===== config.mk =====
export PLATFORM = sky130hd
export DESIGN_NAME = cic_top
export DESIGN_NICKNAME = d
export VERILOG_FILES = /design/src/rtl/cic_pkg.sv /design/src/rtl/cic_top.sv
export SDC_FILE = /design/constraint.sdc
export NUM_CORES = 1
export LEC_CHECK = 0
export ABC_AREA = 1
export BUFFER_PORTS_ARGS = -buffer_cell sky130_fd_sc_hd__buf_4
export CAP_MARGIN = 40
export CORE_ASPECT_RATIO = 1.4
export CORE_MARGIN = 3
export CORE_UTILIZATION = 25
export CTS_CLUSTER_DIAMETER = 50
export DETAILED_ROUTE_END_ITERATION = 8
export PLACE_DENSITY = 0.44
export RECOVER_POWER = 50
export SYNTH_ARGS = -nofsm -noshare
export SYNTH_HDL_FRONTEND = slang
export SYNTH_SLANG_ARGS = --single-unit

===== constraint.sdc =====
create_clock -name pclk -period 2 [get_ports pclk]
set_input_delay 0.6 -clock pclk [delete_from_list [all_inputs] [get_ports pclk]]
set_output_delay 0.6 -clock pclk [all_outputs]
set_load 0.05 [all_outputs]

===== src/rtl/cic_pkg.sv =====
// Constants, types and state record of the CPU interrupt control block
package cic_pkg;

  // ----------------------------------------------------------------
  // Register map (byte addresses)
  // ----------------------------------------------------------------
  localparam logic [11:0] ADDR_VECTOR_BASE = 12'h000;
  localparam logic [11:0] ADDR_MODE = 12'h004;
  localparam logic [11:0] ADDR_STATUS = 12'h008;
  localparam logic [11:0] ADDR_OPS = 12'h00C;

  // Operation bits of the OPS register (write-only pulses)
  localparam int OP_MASK_BIT = 0;
  localparam int OP_UNMASK_BIT = 1;
  localparam int OP_NMI_RET_BIT = 2;
  localparam int OP_LD_VBASE_BIT = 3;
  localparam int OP_LD_REFRESH_BIT = 4;

  // Status bit positions
  localparam int ST_IRQ_ENABLE_PRIMARY_BIT = 0;
  localparam int ST_IRQ_ENABLE_SHADOW_BIT = 1;
  localparam int ST_NMI_PEND_BIT = 2;
  localparam int ST_BUSY_BIT = 3;
  localparam int ST_GRANT_BIT = 4;
  localparam int ST_PARITY_BIT = 5;

  // ----------------------------------------------------------------
  // Reset values, vectors, mode codes, cycle counts
  // ----------------------------------------------------------------
  localparam logic [7:0] VECTOR_BASE_RESET = 8'h00;
  localparam logic [1:0] MODE_RESET = 2'h0;
  localparam logic [1:0] MODE_0 = 2'h0;
  localparam logic [1:0] MODE_UNUSED = 2'h1;
  localparam logic [1:0] MODE_1 = 2'h2;
  localparam logic [1:0] MODE_2 = 2'h3;
  localparam logic [15:0] NMI_RESTART = 16'h0066;
  localparam logic [15:0] MODE1_RESTART = 16'h0038;
  localparam logic [7:0] CALL_OPCODE = 8'hCD;
  localparam logic [2:0] ACK_T_STATES = 3'h2;
  localparam logic [2:0] ACK_WAIT_STATES = 3'h2;
  localparam logic [2:0] ACK_CYCLES = 3'(ACK_T_STATES + ACK_WAIT_STATES);
  localparam logic [2:0] MEM_READ_CYCLES = 3'h3;

  typedef enum logic [2:0] {
    CIC_IDLE, CIC_ACK, CIC_RD_LO, CIC_RD_HI, CIC_PUSH, CIC_JUMP
  } cic_phase_t;

  // Bus cycle strobes toward the system
  typedef struct packed {
    logic opcode_fetch_cycle;
    logic io_request_strobe;
    logic memory_request_strobe;
    logic [15:0] addr;
  } cic_cycle_t;

  typedef struct packed {
    logic nmi_s1, nmi_s2, nmi_prev;
    logic int_s1, int_s2;
    logic brq_s1, brq_s2;
    logic [7:0] dat_s1, dat_s2;
    logic nmi_pend;
    logic irq_enable_primary, irq_enable_shadow;
    logic [1:0] irq_mode_pair;
    logic [7:0] vbase;
    logic parity;
    logic granted;
    cic_phase_t phase;
    logic [2:0] cnt;
    logic [7:0] byte_lo;
    logic [15:0] ptr;
    logic [15:0] target;
    cic_cycle_t cyc;
    logic push_valid;
    logic [15:0] push_data;
    logic jump_valid;
    logic [15:0] jump_addr;
    logic [31:0] prdata;
  } cic_state_t;

endpackage


===== src/rtl/cic_top.sv =====
// Interrupt acceptance, acknowledge sequencing and enable flip-flops
// ----------------------------------------------------------------
// Contract
// - NMI accepted regardless of enable flip-flops
// - NMI restarts at 0066H when bus free
// - INT acknowledge fetch uses IO strobe
// - Acknowledge fetch gets two extra wait states
// - Mode 0 call: one ack, two reads
// - Mode 1 restarts at 0038H
// - Mode 2 pointer is base:vector, table read
// - Pending requests are queued, not dropped
// - Reset/mask clear, unmask sets both flip-flops
// - Accumulator loads copy shadow to parity
// - NMI accept copies primary to shadow, clears
// - NMI return restores primary from shadow
// - Interrupts evaluated only at instruction end
// - Bus request evaluated at machine cycle end
// - Interrupts ignored while bus is granted
// - Priority: bus request, NMI, INT
// - Inputs sampled on last instruction clock
// - Mode flip-flops coded 00, 10, 11
// ----------------------------------------------------------------
`timescale 1ns/10ps
`default_nettype none

module cic_top
  import cic_pkg::*;
(
  // Clock and reset
  input wire logic pclk,
  input wire logic presetn,
  // APB slave
  input wire logic psel,
  input wire logic penable,
  input wire logic pwrite,
  input wire logic [11:0] paddr,
  input wire logic [31:0] pwdata,
  output logic [31:0] prdata,
  output logic pready,
  output logic pslverr,
  // Interrupt and bus request pins
  input wire logic nmi_n,
  input wire logic int_n,
  input wire logic bus_request_pin_n,
  input wire logic [7:0] data_in,
  // Core timing and program counter
  input wire logic instr_last_clk,
  input wire logic mcycle_end,
  input wire logic [15:0] pc_in,
  // Bus cycle and core requests
  output logic opcode_fetch_cycle,
  output logic io_request_strobe,
  output logic memory_request_strobe,
  output logic [15:0] addr_out,
  output logic bus_grant,
  output logic push_valid,
  output logic [15:0] push_data,
  output logic jump_valid,
  output logic [15:0] jump_addr,
  output logic parity_flag
);

  function automatic logic is_addr(input logic [11:0] a, input logic [11:0] k);
    return a == k;
  endfunction

  cic_state_t s, next_s;
  logic setup_ph, wr_acc, mapped, nmi_edge, int_live, bus_req, busy, take_nmi, take_int;
  logic [4:0] ops;

  assign bus_req = s.brq_s2;
  assign busy = (s.phase != CIC_IDLE);
  assign setup_ph = psel && !penable;
  assign wr_acc = psel && penable && pwrite;
  assign mapped = is_addr(paddr, ADDR_VECTOR_BASE) || is_addr(paddr, ADDR_MODE)
                  || is_addr(paddr, ADDR_STATUS) || is_addr(paddr, ADDR_OPS);
  assign ops = (wr_acc && is_addr(paddr, ADDR_OPS)) ? pwdata[4:0] : 5'h00;
  // Synced copies are active high: the pin's falling edge is a rise here
  assign nmi_edge = !s.nmi_prev && s.nmi_s2 && !s.granted;
  assign int_live = s.int_s2 && !s.granted;
  // Bus request blocks both interrupts in its cycle; sampling only at instruction end
  assign take_nmi = !busy && !s.granted && instr_last_clk
                    && !(mcycle_end && bus_req)
                    && (s.nmi_pend || nmi_edge);
  assign take_int = !busy && !s.granted && instr_last_clk && !take_nmi
                    && !(mcycle_end && bus_req)
                    && int_live && s.irq_enable_primary;

  // ----------------------------------------------------------------
  // Next state
  // ----------------------------------------------------------------
  always_comb begin
    next_s = s;
    next_s.nmi_s1 = !nmi_n;
    next_s.nmi_s2 = s.nmi_s1;
    next_s.nmi_prev = s.nmi_s2;
    next_s.int_s1 = !int_n;
    next_s.int_s2 = s.int_s1;
    next_s.brq_s1 = !bus_request_pin_n;
    next_s.brq_s2 = s.brq_s1;
    next_s.dat_s1 = data_in;
    next_s.dat_s2 = s.dat_s1;
    next_s.push_valid = 1'b0;
    next_s.jump_valid = 1'b0;

    // Register writes
    if (wr_acc && is_addr(paddr, ADDR_VECTOR_BASE)) begin
      next_s.vbase = pwdata[7:0];
    end
    if (wr_acc && is_addr(paddr, ADDR_MODE)) begin
      next_s.irq_mode_pair = pwdata[1:0];
    end
    if (ops[OP_MASK_BIT]) begin
      next_s.irq_enable_primary = 1'b0;
      next_s.irq_enable_shadow = 1'b0;
    end else if (ops[OP_UNMASK_BIT]) begin
      next_s.irq_enable_primary = 1'b1;
      next_s.irq_enable_shadow = 1'b1;
    end else if (ops[OP_NMI_RET_BIT]) begin
      next_s.irq_enable_primary = s.irq_enable_shadow;
    end
    if (ops[OP_LD_VBASE_BIT] || ops[OP_LD_REFRESH_BIT]) begin
      next_s.parity = s.irq_enable_shadow;
    end

    // Read data is latched in the setup phase, valid through the access phase
    if (setup_ph) begin
      next_s.prdata = 32'h0000_0000;
      if (is_addr(paddr, ADDR_VECTOR_BASE)) begin
        next_s.prdata[7:0] = s.vbase;
      end else if (is_addr(paddr, ADDR_MODE)) begin
        next_s.prdata[1:0] = s.irq_mode_pair;
      end else if (is_addr(paddr, ADDR_STATUS)) begin
        next_s.prdata[ST_IRQ_ENABLE_PRIMARY_BIT] = s.irq_enable_primary;
        next_s.prdata[ST_IRQ_ENABLE_SHADOW_BIT] = s.irq_enable_shadow;
        next_s.prdata[ST_NMI_PEND_BIT] = s.nmi_pend;
        next_s.prdata[ST_BUSY_BIT] = busy;
        next_s.prdata[ST_GRANT_BIT] = s.granted;
        next_s.prdata[ST_PARITY_BIT] = s.parity;
      end
    end

    // Bus grant: taken only at a machine cycle end, between sequences
    if (!busy && mcycle_end && bus_req) begin
      next_s.granted = 1'b1;
    end else if (!bus_req) begin
      next_s.granted = 1'b0;
    end

    // NMI edge kept until served; a new edge wins over the clear
    if (take_nmi) begin
      next_s.nmi_pend = 1'b0;
    end
    if (nmi_edge && !(take_nmi && !s.nmi_pend)) begin
      next_s.nmi_pend = 1'b1;
    end

    case (s.phase)
      CIC_IDLE: begin
        if (take_nmi) begin
          next_s.irq_enable_shadow = s.irq_enable_primary;
          next_s.irq_enable_primary = 1'b0;
          next_s.target = NMI_RESTART;
          next_s.phase = CIC_PUSH;
        end else if (take_int) begin
          next_s.irq_enable_primary = 1'b0;
          next_s.irq_enable_shadow = 1'b0;
          next_s.cyc.opcode_fetch_cycle = 1'b1;
          next_s.cyc.io_request_strobe = 1'b1;
          next_s.cyc.memory_request_strobe = 1'b0;
          next_s.cyc.addr = pc_in;
          next_s.cnt = 3'h1;
          next_s.phase = CIC_ACK;
        end
      end
      CIC_ACK: begin
        // Two T states plus two automatic waits before the byte is taken
        if (s.cnt < ACK_CYCLES) begin
          next_s.cnt = 3'(s.cnt + 3'h1);
        end else begin
          next_s.cyc.opcode_fetch_cycle = 1'b0;
          next_s.cyc.io_request_strobe = 1'b0;
          next_s.cnt = 3'h1;
          case (s.irq_mode_pair)
            MODE_1: begin
              next_s.target = MODE1_RESTART;
              next_s.phase = CIC_PUSH;
            end
            MODE_2: begin
              // Low bit forced to zero keeps the table word aligned
              next_s.ptr = {s.vbase, s.dat_s2[7:1], 1'b0};
              next_s.cyc.memory_request_strobe = 1'b1;
              next_s.cyc.addr = {s.vbase, s.dat_s2[7:1], 1'b0};
              next_s.phase = CIC_RD_LO;
            end
            default: begin
              // Mode 0 and the unused code: the byte is an instruction
              if (s.dat_s2 == CALL_OPCODE) begin
                next_s.ptr = pc_in;
                next_s.cyc.memory_request_strobe = 1'b1;
                next_s.cyc.addr = pc_in;
                next_s.phase = CIC_RD_LO;
              end else begin
                next_s.target = {10'h000, s.dat_s2[5:3], 3'h0};
                next_s.phase = CIC_PUSH;
              end
            end
          endcase
        end
      end
      CIC_RD_LO: begin
        if (s.cnt < MEM_READ_CYCLES) begin
          next_s.cnt = 3'(s.cnt + 3'h1);
        end else begin
          next_s.byte_lo = s.dat_s2;
          next_s.cnt = 3'h1;
          next_s.cyc.addr = 16'(s.ptr + 16'h0001);
          next_s.phase = CIC_RD_HI;
        end
      end
      CIC_RD_HI: begin
        if (s.cnt < MEM_READ_CYCLES) begin
          next_s.cnt = 3'(s.cnt + 3'h1);
        end else begin
          next_s.target = {s.dat_s2, s.byte_lo};
          next_s.cyc.memory_request_strobe = 1'b0;
          next_s.phase = CIC_PUSH;
        end
      end
      CIC_PUSH: begin
        next_s.push_valid = 1'b1;
        next_s.push_data = pc_in;
        next_s.phase = CIC_JUMP;
      end
      CIC_JUMP: begin
        next_s.jump_valid = 1'b1;
        next_s.jump_addr = s.target;
        next_s.phase = CIC_IDLE;
      end
      default: begin
        next_s.phase = CIC_IDLE;
      end
    endcase
  end

  // ----------------------------------------------------------------
  // State register
  // ----------------------------------------------------------------
  always_ff @(posedge pclk or negedge presetn) begin
    if (!presetn) begin
      s <= '0;
      s.irq_mode_pair <= MODE_RESET;
      s.vbase <= VECTOR_BASE_RESET;
      s.irq_enable_primary <= 1'b0;
      s.irq_enable_shadow <= 1'b0;
      s.phase <= CIC_IDLE;
    end else begin
      s <= next_s;
    end
  end

  assign prdata = s.prdata;
  assign pready = 1'b1;
  assign pslverr = psel && penable && !mapped;
  assign opcode_fetch_cycle = s.cyc.opcode_fetch_cycle;
  assign io_request_strobe = s.cyc.io_request_strobe;
  assign memory_request_strobe = s.cyc.memory_request_strobe;
  assign addr_out = s.cyc.addr;
  assign bus_grant = s.granted;
  assign push_valid = s.push_valid;
  assign push_data = s.push_data;
  assign jump_valid = s.jump_valid;
  assign jump_addr = s.jump_addr;
  assign parity_flag = s.parity;
endmodule // cic_top

`default_nettype wire


Word-level counts from Yosys, hierarchy flattened:

Index checks and enable logic that the tools add are counted.

* add/subtract/negate cells: 2
* $lt $le $gt $ge: 2
* equal/unequal tests: 24
* multiplexer cells: 49
* bitwise logic cells: 3
* reduce and logical (&&, ||, !) cells: 57

Operators with widths (number)
* $pmux 16 s3: 2
* $mux 16: 5
* $pmux 16 s2: 2
* $mux 17: 3
* $mux 19: 2
* $mux 35: 1
* $pmux 17 s2: 1
* $mux 3: 9
* $eq 12x4->1 const B: 2
* $logic_and 1x1->1: 23
* $mux 6: 3
* $ne 2x2->1 const B: 9
* $add 16x1->16 const B: 1
* $reduce_and 4->1: 4
* $pmux 3 s5: 1
* $reduce_and 7->1: 2
* $eq 12x3->1 const B: 1
* $logic_not 1->1: 12
* $logic_not 12->1: 1
* $mux 2: 6
* $pmux 3 s4: 1
* $reduce_bool 3->1: 3
* $eq 8x8->1 const B: 1
* $mux 1: 8
* 22 further kinds: 34

* register bits after elaboration: 145
* input port bits: 78
* output and inout bits: 89

Longest topological paths before layout:

Gate-level depths: netlist (run 1).

* word-level depth: 14
* depth in mapped cells: 13
* gate-level depth less buffers: 11

Worst setup path after synthesis (run 1):

Ideal clock, no wire load.

* path kind: input port to output port
* from: input port paddr[7]
* to: output port pslverr
* arrival time: 1.564 ns
* data required time: 1.400 ns
* setup slack: -0.164 ns
* stages: 4
* path buffers: 0
* path through: nor2_1 nand2_1 nor2_2 a21oi_1

* cells in the longest elaborated chain, start to end: 6
* elaborated cells on any way between the ends: 9
* classes of those cells: eq/ne (3); reduce/logical (6)

RTL lines
* start: declaration: line cic_top.sv:36 `input wire logic [11:0] paddr,`
* $eq 12x3->1 or $logic_not 12->1 (tied branches): line cic_top.sv:64 `return a == k;`
* $logic_or 1x1->1: line cic_top.sv:75 `assign mapped = is_addr(paddr, ADDR_VECTOR_BASE) || is_addr(paddr, ADDR_MODE)`
* $logic_or 1x1->1: line cic_top.sv:76 `|| is_addr(paddr, ADDR_STATUS) || is_addr(paddr, ADDR_OPS);`
* $logic_or 1x1->1 (*): line cic_top.sv:76
* $logic_not 1->1 (*): line cic_top.sv:264 `assign pslverr = psel && penable && !mapped;`
* $logic_and 1x1->1 (*): line cic_top.sv:264
* end: declaration: line cic_top.sv:40 `output logic pslverr,`

Mark *: on every way between the ends. The rest lies on a longest branch, timed or not.

Worst setup path in the final report (run 1):

* from: input port paddr[11]
* to: output port pslverr

Same word-level chain as after synthesis.

==> impl_metrics.yaml, run 1 <==
outcome:
  status: "completed"
timing:
  tns_ns: 0
  fin_skew_ns: 0.0108
  period_minus_slack_ns: 1.90
  finalCritPeriodShare: 0.949
  setup_viol: 0
  drv_slew: 0
  tightest_slew_ns: 1.26
  maxSlewHeadroom: 0.158
  timing.fmax_ghz: 0.527
  grt_setup_unrepaired: "no"
  hold_violations: 0
clock_network:
  cts_hold_buf: 0
  tritoncts: "built"
  clock-sinks: 144
  htree_levels: 4
  cts_buffers: 17
  cts_resized: 0
  insertion_delay_ns: 0.43
  clockBufferDepth: 2
  cts-root-buf: "clkbuf_16"
  cts_setup_buffers: 0
  path_clk_slew_ns: 0.06
global_routing:
  grt_pass1_vias: 5768
  grt_start_max_net_pins: 41
  grt_antenna_before_repair: 0
  track_usage: 0.130
  grt-ovfl-total: 0
  grt_first_pass_wirelength_microns: 31200
synth:
  syn_area_per_cell_sq_um: 8.03
  yosysSeqAreaShare: 0.505
  yosysTopAreaCellShare: 0.505
  synth_top_cells_by_area: "dfrtp_1, nand2_1, buf_4, o21ai_0, inv_1"
  synth_top_flop_cell: "dfrtp_1"
  synth_cell_types: 32
  synth-edff-count: 0
  async_flop_share: 1.00
  yosys_warnings: 0
  synthesis.area_sq_um: 7140
  yosysTopAreaCell: "dfrtp_1"
  synth_seq_cells: 144
  netlist_instances: 889
placed_design:
  finalWeightedCongestion: 0.873
  hpwl_microns: 14600
  io_buffers: 117
  place_area_sq_um: 8170
die:
  fp.dieH_microns: 206
  core_area_sq_um: 27900
  start_util: 0.256
  rows: 72
  dieArea_sq_um: 30700
  die_w_microns: 149
  ios: 167
setup_path:
  crit_path_end_kind: "primary output"
  crit_top_cell: "buf_4"
  cpPeakStageDelay_ns: 0.18
  path_delay_family: "simple AND/OR/NAND/NOR gates"
  crit_path_top_delay_cell: "buf_4"
  critical_path_arrival_ns: 1.30
  worst_ep_required_time_ns: 1.40
  start_kind: "primary input"
  cp_max_fo: 2
  crit_type: "in -> out"
  crit_buf_inv: 2
  crit_chain: "buf_4, nor2_1, nand2_1, nor2_2, a21oi_2, buf_4"
routing:
  drt_first_pass_iters: 4
  routed_wl_microns: 19100
  drt_iter0_markers: 244
  viasPerCell: 4.14
  ant_nets: 0
  via_count: 5604
  wl_per_cell_microns: 14.1
  drc_errors: 0
power_and_ir_drop:
  power_density_nw_per_um2: 1350
  cellLeakagePower_nw: 4.64
  peakVddDrop_v: 0.000822
layout:
  num-nets-final: 1055
  diodes: 0
  layout_commonest_cell: "nand2_1"
  area_growth_pct: 22.4
  drive_gt1_frac: 0.204
  final_cell_mix: "nand2_1, dfrtp_1, buf_4"
  final_cell_area_sq_um: 8740
hold_path:
  hold_class: "in -> reg"
run:
  maxCapViolCount: 0
-- power by group --
group	leakage, nW	total [mW]	switching [mW]	internal [mW]
registers	1.74	3.81	0.351	3.46
logic	2.61	4.63	3.29	1.33
clock network	0.288	3.35	1.25	2.11
total	4.64	11.8	4.89	6.90
-- stage by stage --
step	cells	total power, mW	setup WS [ns]	util	hold WS, ns
floorplan	912	7.54	0.0817	-	0.304
global placement	1325	8.56	0.0824	0.292	0.334
detailed placement	1325	8.58	0.0978	0.292	0.335
CTS	1355	12.0	0.0918	0.314	0.116
global route	1355	12.6	0.0202	0.313	0.282
finish	1355	11.8	0.102	0.313	0.304
-- state kept, by name (all words and copies together), names as in the netlist, 8 cells and up --
register	flops
jump_addr	16
s	69
push_data	16
next_s	12
prdata	8
addr_out	16
-- routing by layer --
metal | up-vias | routed length, microns | global-route usage
met2 | 136 | 9110 | 0.218
met4 | 0 | 431 | 0.0465
met3 | 20 | 1000 | 0.0318
li1 | 2896 | - | -
met1 | 2552 | 8590 | 0.163
met5 | - | 0 | 0
-- synthesized netlist by cell type (3+ instances only) --
cell type	instances
nand2_2	4
a21oi_1	20
inv_2	9
nor2_2	6
clkbuf_1	7
inv_1	64
nor2_1	38
nand3_1	43
o21bai_1	3
nand4_1	5
o211ai_1	5
nand3_2	3
nand2_1	322
ha_1	3
o21ai_0	65
o21ai_1	22
nor2_4	3
nor3_1	3
buf_2	12
buf_4	85
o22ai_1	9
dfrtp_1	144
-- final cells by class --
type / count / area (sq um)
clock buffer: 20 / 447
clock inverter: 10 / 161
fill: 3054 / 19200
inverter: 75 / 282
multi-input combinational: 589 / 2620
sequential: 144 / 3600
tap: 370 / 463
timing repair buffer: 147 / 1160
-- kinds of logic (layout without fill, tap and decap cells) --
kind of cell,count (synthesis),count (layout),synth area share
buffers and inverters,179,252,0.141
DFF,144,144,0.505
and+or+nand+nor,430,430,0.249
xor gates and xnor gates,1,1,0.00123
adders and majority gates,3,3,0.00526
other,2,25,0.00105
AOI/OAI and AO/OA,130,130,0.0983
-- worst paths after layout --
path / slack, ns / start / endpoint / cells past startpoint
max: 0.10 / paddr[11] / pslverr / 6
min: 0.30 / data_in[1] / next_s[147]$_DFF_PN0_ / 1
max reg2reg: 0.23 / s[128]$_DFFE_PN0P_ / addr_out[3]$_DFFE_PN0P_ / 10
min reg2reg: 0.34 / next_s[148]$_DFF_PN0_ / s[148]$_DFF_PN0_ / 0
max in group asynchronous: 0.39 / presetn / s[115]$_DFFE_PN0P_ / 2
min in group asynchronous: 0.43 / presetn / jump_valid$_DFF_PN0_ / 1
Note: power is estimated with default switching activity, not from simulation.
==> run 2: changes to the inputs <==
--- a/config.mk
+++ b/config.mk
@@ -6,14 +6,15 @@
 export NUM_CORES = 1
 export LEC_CHECK = 0
 export ABC_AREA = 1
-export BUFFER_PORTS_ARGS = -buffer_cell sky130_fd_sc_hd__buf_4
 export CAP_MARGIN = 40
 export CORE_ASPECT_RATIO = 1.4
 export CORE_MARGIN = 3
 export CORE_UTILIZATION = 25
 export CTS_CLUSTER_DIAMETER = 50
 export DETAILED_ROUTE_END_ITERATION = 8
-export PLACE_DENSITY = 0.44
+export DONT_BUFFER_PORTS = 1
+export GPL_ROUTABILITY_DRIVEN = 0
+export PLACE_DENSITY = 0.5
 export RECOVER_POWER = 50
 export SYNTH_ARGS = -nofsm -noshare
 export SYNTH_HDL_FRONTEND = slang
==> run 2 against run 1 <==
Against the previous run:
- the run now ends with negative hold slack left
- setup slack gained 0.064 ns
- critical path depth grew 4
- register-to-register slack lost 0.06 ns
- total power shrank 5.5%
- sequential cell count is the same
- via count shrank 7.2%
- final area shrank 10%
- critical endpoint is now addr_out[8]$_DFFE_PN0P_
- largest power group is now registers
==> impl_metrics.yaml, run 2 (synthesis results as in run 1) <==
clock_network:
  cts_buffers: 17
  htree_levels: 4
  cts_resized: 0
  tritoncts: "built"
  clock-sinks: 144
  cts-root-buf: "clkbuf_16"
  insertion_delay_ns: 0.43
  clockBufferDepth: 2
  path_clk_slew_ns: 0.07
routing:
  ant_nets: 0
  wl_per_cell_microns: 14.8
  viasPerCell: 4.20
  drt_first_pass_iters: 4
  routed_wl_microns: 18300
  drt_iter0_markers: 264
  via_count: 5202
  drc_errors: 0
power_and_ir_drop:
  cellLeakagePower_nw: 4.05
  peakVddDrop_v: 0.000776
  power_density_nw_per_um2: 1420
die:
  start_util: 0.256
  ios: 167
  fp.dieH_microns: 206
  core_area_sq_um: 27900
  dieArea_sq_um: 30700
  die_w_microns: 149
  rows: 72
setup_path:
  crit_type: "reg -> reg"
  crit_path_top_delay_cell: "dfrtp_1"
  start_kind: "flop"
  crit_path_end_kind: "flop"
  crit_chain: "nor2_2, nand2_1, nor2_2, nand3_2, nand2_2, nand2_2, nor2_4, buf_12, nand2_1, nand2_1"
  critical_path_arrival_ns: 2.19
  cpPeakStageDelay_ns: 0.47
  crit_top_cell: "nand2_1"
  cp_max_fo: 15
  worst_ep_required_time_ns: 2.36
global_routing:
  grt_antenna_before_repair: 0
  grt_first_pass_wirelength_microns: 28800
  grt_start_max_net_pins: 145
  grt-ovfl-total: 0
  track_usage: 0.122
  grt_pass1_vias: 5085
run:
  maxCapViolCount: 0
layout:
  final_cell_mix: "nand2_1, dfrtp_1, o21ai_0"
  final_cell_area_sq_um: 7840
  largest_reg_flops: 69
  diodes: 0
  area_growth_pct: 9.76
  drive_gt1_frac: 0.0991
  layout_commonest_cell: "nand2_1"
  top_register: "s"
  num-nets-final: 936
timing:
  fin_skew_ns: 0.0116
  tns_ns: 0
  tightest_slew_ns: 0.564
  period_minus_slack_ns: 1.83
  setup_ws_ns: 0.166
  setup_viol: 0
  drv_slew: 0
  whs_ns: -0.131
  timing.fmax_ghz: 0.545
  finalCritPeriodShare: 0.917
  grt_setup_unrepaired: "no"
  hold_violations: 144
  maxSlewHeadroom: 0.624
outcome:
  status: "finished with violations"
  violations: "negative hold slack"
placed_design:
  place_worst_setup_slack_ns: 0.0638
  io_buffers: 0
  place_area_sq_um: 7210
  hpwl_microns: 13500
hold_path:
  hold_class: "in -> async"
-- run 2: final cells by class --
class	count	area, sq um
Fill cell	3068	20100
Inverter	75	282
Clock buffer	17	425
Timing Repair Buffer	28	250
Multi-Input combinational cell	589	2620
Clock inverter	15	195
Tap cell	370	463
Sequential cell	144	3600
-- run 2: report_power, final --
group	internal, mW	total [mW]	switching [mW]
combinational	0.851	2.62	1.77
clock	2.00	3.38	1.38
sequential	3.43	5.14	1.71
-- run 2: through the flow --
stage,cells,total power [mW],utilization
floorplan,912,7.54,-
global placement,1205,7.79,0.258
detailed placement,1205,7.83,0.258
CTS,1237,11.3,0.280
global route,1238,11.8,0.281
finish,1238,11.1,0.281
-- run 2: worst max-delay path: cells and delay by family, from the launching register on --
kind	cells	cell delay, ns
AND/OR/NAND/NOR	9	1.13
flip-flops	1	0.47
buffers and inverters	1	0.15
-- run 2: worst paths after layout --
path / startpoint / endpoint / slack [ns] / cells after the start
hold / removal: presetn / s[109]$_DFFE_PN0P_ / -0.13 / 0
hold reg to reg: next_s[146]$_DFF_PN0_ / s[146]$_DFF_PN0_ / 0.35 / 0
setup / recovery: s[129]$_DFFE_PN0P_ / addr_out[8]$_DFFE_PN0P_ / 0.17 / 10
min in group pclk: data_in[6] / next_s[152]$_DFF_PN0_ / 0.20 / 0
max in group asynchronous: presetn / next_s[150]$_DFF_PN0_ / 1.83 / 0
setup reg to reg: s[129]$_DFFE_PN0P_ / addr_out[8]$_DFFE_PN0P_ / 0.17 / 10
-- run 2: what timing repair did --
item,4_1_cts,5_1_grt
hold endpoints to repair,144,144
setup endpoints to repair,0,15
setup buffers,0,1
-- run 2: per-layer routing --
layer,up-vias,part of all wire,wire length (microns),GRT usage
li1,2648,-,-,-
met1,2386,0.43,7820,0.147
met2,151,0.49,8910,0.206
met3,17,0.069,1270,0.0384
met4,0,0.017,303,0.0419
met5,-,0,0,0
==> run 3: changes to the inputs <==
--- a/config.mk
+++ b/config.mk
@@ -16,6 +16,7 @@
 export GPL_ROUTABILITY_DRIVEN = 0
 export PLACE_DENSITY = 0.5
 export RECOVER_POWER = 50
+export REMOVE_ABC_BUFFERS = 1
 export SYNTH_ARGS = -nofsm -noshare
 export SYNTH_HDL_FRONTEND = slang
 export SYNTH_SLANG_ARGS = --single-unit
==> constraint.sdc (replaced) <==
create_clock -name pclk -period 2.2 [get_ports pclk]
set_input_delay 0.66 -clock pclk [delete_from_list [all_inputs] [get_ports pclk]]
set_output_delay 0.66 -clock pclk [all_outputs]
set_load 0.05 [all_outputs]
==> run 3 against run 2 <==
Against the previous run:
- the run still ends with negative hold slack left
- critical path type is now in -> out
- clock power is 23% lower
- hold slack better by 0.058 ns
- core utilization is 0.78 points lower
- setup slack better by 0.12 ns
- largest cell class unchanged
- sequential share of layout area is 1.3 points higher
- combinational power is 15% lower
- largest power group unchanged
==> impl_metrics.yaml, run 3 (synthesis results as in run 1) <==
setup_path:
  crit_chain: "nor2_1, nand2_1, nor2_1, a21oi_1, buf_4"
  crit_path_end_kind: "primary output"
  cp_max_fo: 2
  path_delay_family: "simple AND/OR/NAND/NOR gates"
  crit_type: "in -> out"
  cpPeakStageDelay_ns: 0.19
  crit_buf_inv: 1
  crit_top_cell: "nor2_1"
  critical_path_arrival_ns: 1.25
  crit_path_top_delay_cell: "buf_4"
  start_kind: "primary input"
  worst_ep_required_time_ns: 1.54
outcome:
  status: "finished with violations"
  violations: "negative hold slack"
die:
  rows: 72
  ios: 167
  dieArea_sq_um: 30700
  fp.dieH_microns: 206
  core_area_sq_um: 27900
  start_util: 0.256
  die_w_microns: 149
timing:
  tns_ns: 0
  whs_ns: -0.0734
  drv_slew: 0
  period_minus_slack_ns: 1.91
  fin_skew_ns: 0.0122
  finalCritPeriodShare: 0.868
  timing.fmax_ghz: 0.524
  maxSlewHeadroom: 0.610
  setup_ws_ns: 0.290
  hold_violations: 144
  tightest_slew_ns: 0.585
  grt_setup_unrepaired: "no"
  setup_viol: 0
global_routing:
  grt-ovfl-total: 0
  grtUsageMet1: 0.150
  grt.busiest_layer: "met2"
  met3_usage: 0.0447
  grt_first_pass_wirelength_microns: 29200
  grt_pass1_vias: 5183
  globalRouteMet2Util: 0.204
  grt_antenna_before_repair: 0
  grt_start_max_net_pins: 145
  track_usage: 0.124
power_and_ir_drop:
  comb_power_share: 0.233
  clockPowerShare: 0.272
  peakVddDrop_v: 0.000673
  power_density_nw_per_um2: 1250
  total_power_mw: 9.54
  p_seq_frac: 0.495
  internal_power_mw: 5.21
  cellLeakagePower_nw: 3.94
  p_switching_mw: 4.33
  switching_share: 0.454
routing:
  drt_first_pass_iters: 5
  via_count: 5215
  routed_wl_microns: 18300
  drt_iter0_markers: 273
  drc_errors: 0
  wl_per_cell_microns: 14.9
  ant_nets: 0
  viasPerCell: 4.25
clock_network:
  htree_levels: 4
  cts-root-buf: "clkbuf_16"
  cts_buffers: 17
  clockBufferDepth: 2
  path_clk_slew_ns: 0.06
  tritoncts: "built"
  insertion_delay_ns: 0.43
  clock-sinks: 144
placed_design:
  placed_cells: 1195
  place_area_sq_um: 7110
  io_buffers: 0
  hpwl_microns: 13400
  place_worst_setup_slack_ns: 0.246
layout:
  final_cell_mix: "nand2_1, dfrtp_1, o21ai_0"
  final_cell_area_sq_um: 7620
  diodes: 0
  top_register: "s"
  drive_gt1_frac: 0.0863
  final_cells: 1227
  final_util: 0.273
  layout_commonest_cell: "nand2_1"
  num-nets-final: 925
  largest_reg_flops: 69
  area_growth_pct: 6.71
hold_path:
  hold_class: "in -> async"
run:
  maxCapViolCount: 0
[run 3: layout make-up]
class | instances | area [sq um]
sequential | 144 | 3600
clock buffer | 18 | 429
timing repair buffer | 17 | 134
multi-input combinational | 589 | 2620
inverter | 75 | 282
tap | 370 | 463
fill | 3078 | 20300
clock inverter | 14 | 93.8
[run 3: power groups by stage]
stage               Combinational [mW]  Sequential, mW  Clock, mW
floorplan                         1.52            4.71          0
global placement                  2.25            4.79          0
detailed placement                2.28            4.79          0
CTS                               2.29            4.75       2.70
global route                      2.57            4.80       2.82
finish                            2.22            4.72       2.59
[run 3: routing by layer]
layer	up-vias	wire, microns
li1	2630	-
met1	2404	7690
met2	159	8870
met3	22	1380
met4	0	405
met5	-	0
[run 3: timing repair]
| item | in CTS | in global routing |
|---|---|---|
| hold endpoints to repair | 144 | 144 |
| gates resized for setup | 0 | 0 |
| setup buffers | 0 | 0 |
| setup endpoints to repair | 0 | 0 |
[run 3: path summary, 6_finish.rpt]
path	startpoint	end	slack, ns	depth (start not counted)
setup / recovery	paddr[11]	pslverr	0.29	5
hold / removal	presetn	push_data[14]$_DFFE_PN0P_	-0.07	0
setup reg to reg	s[129]$_DFFE_PN0P_	addr_out[0]$_DFFE_PN0P_	0.29	10
hold reg to reg	next_s[150]$_DFF_PN0_	s[150]$_DFF_PN0_	0.35	0
max in group asynchronous	presetn	s[108]$_DFFE_PN0P_	2.07	0
min in group pclk	data_in[2]	next_s[148]$_DFF_PN0_	0.26	0
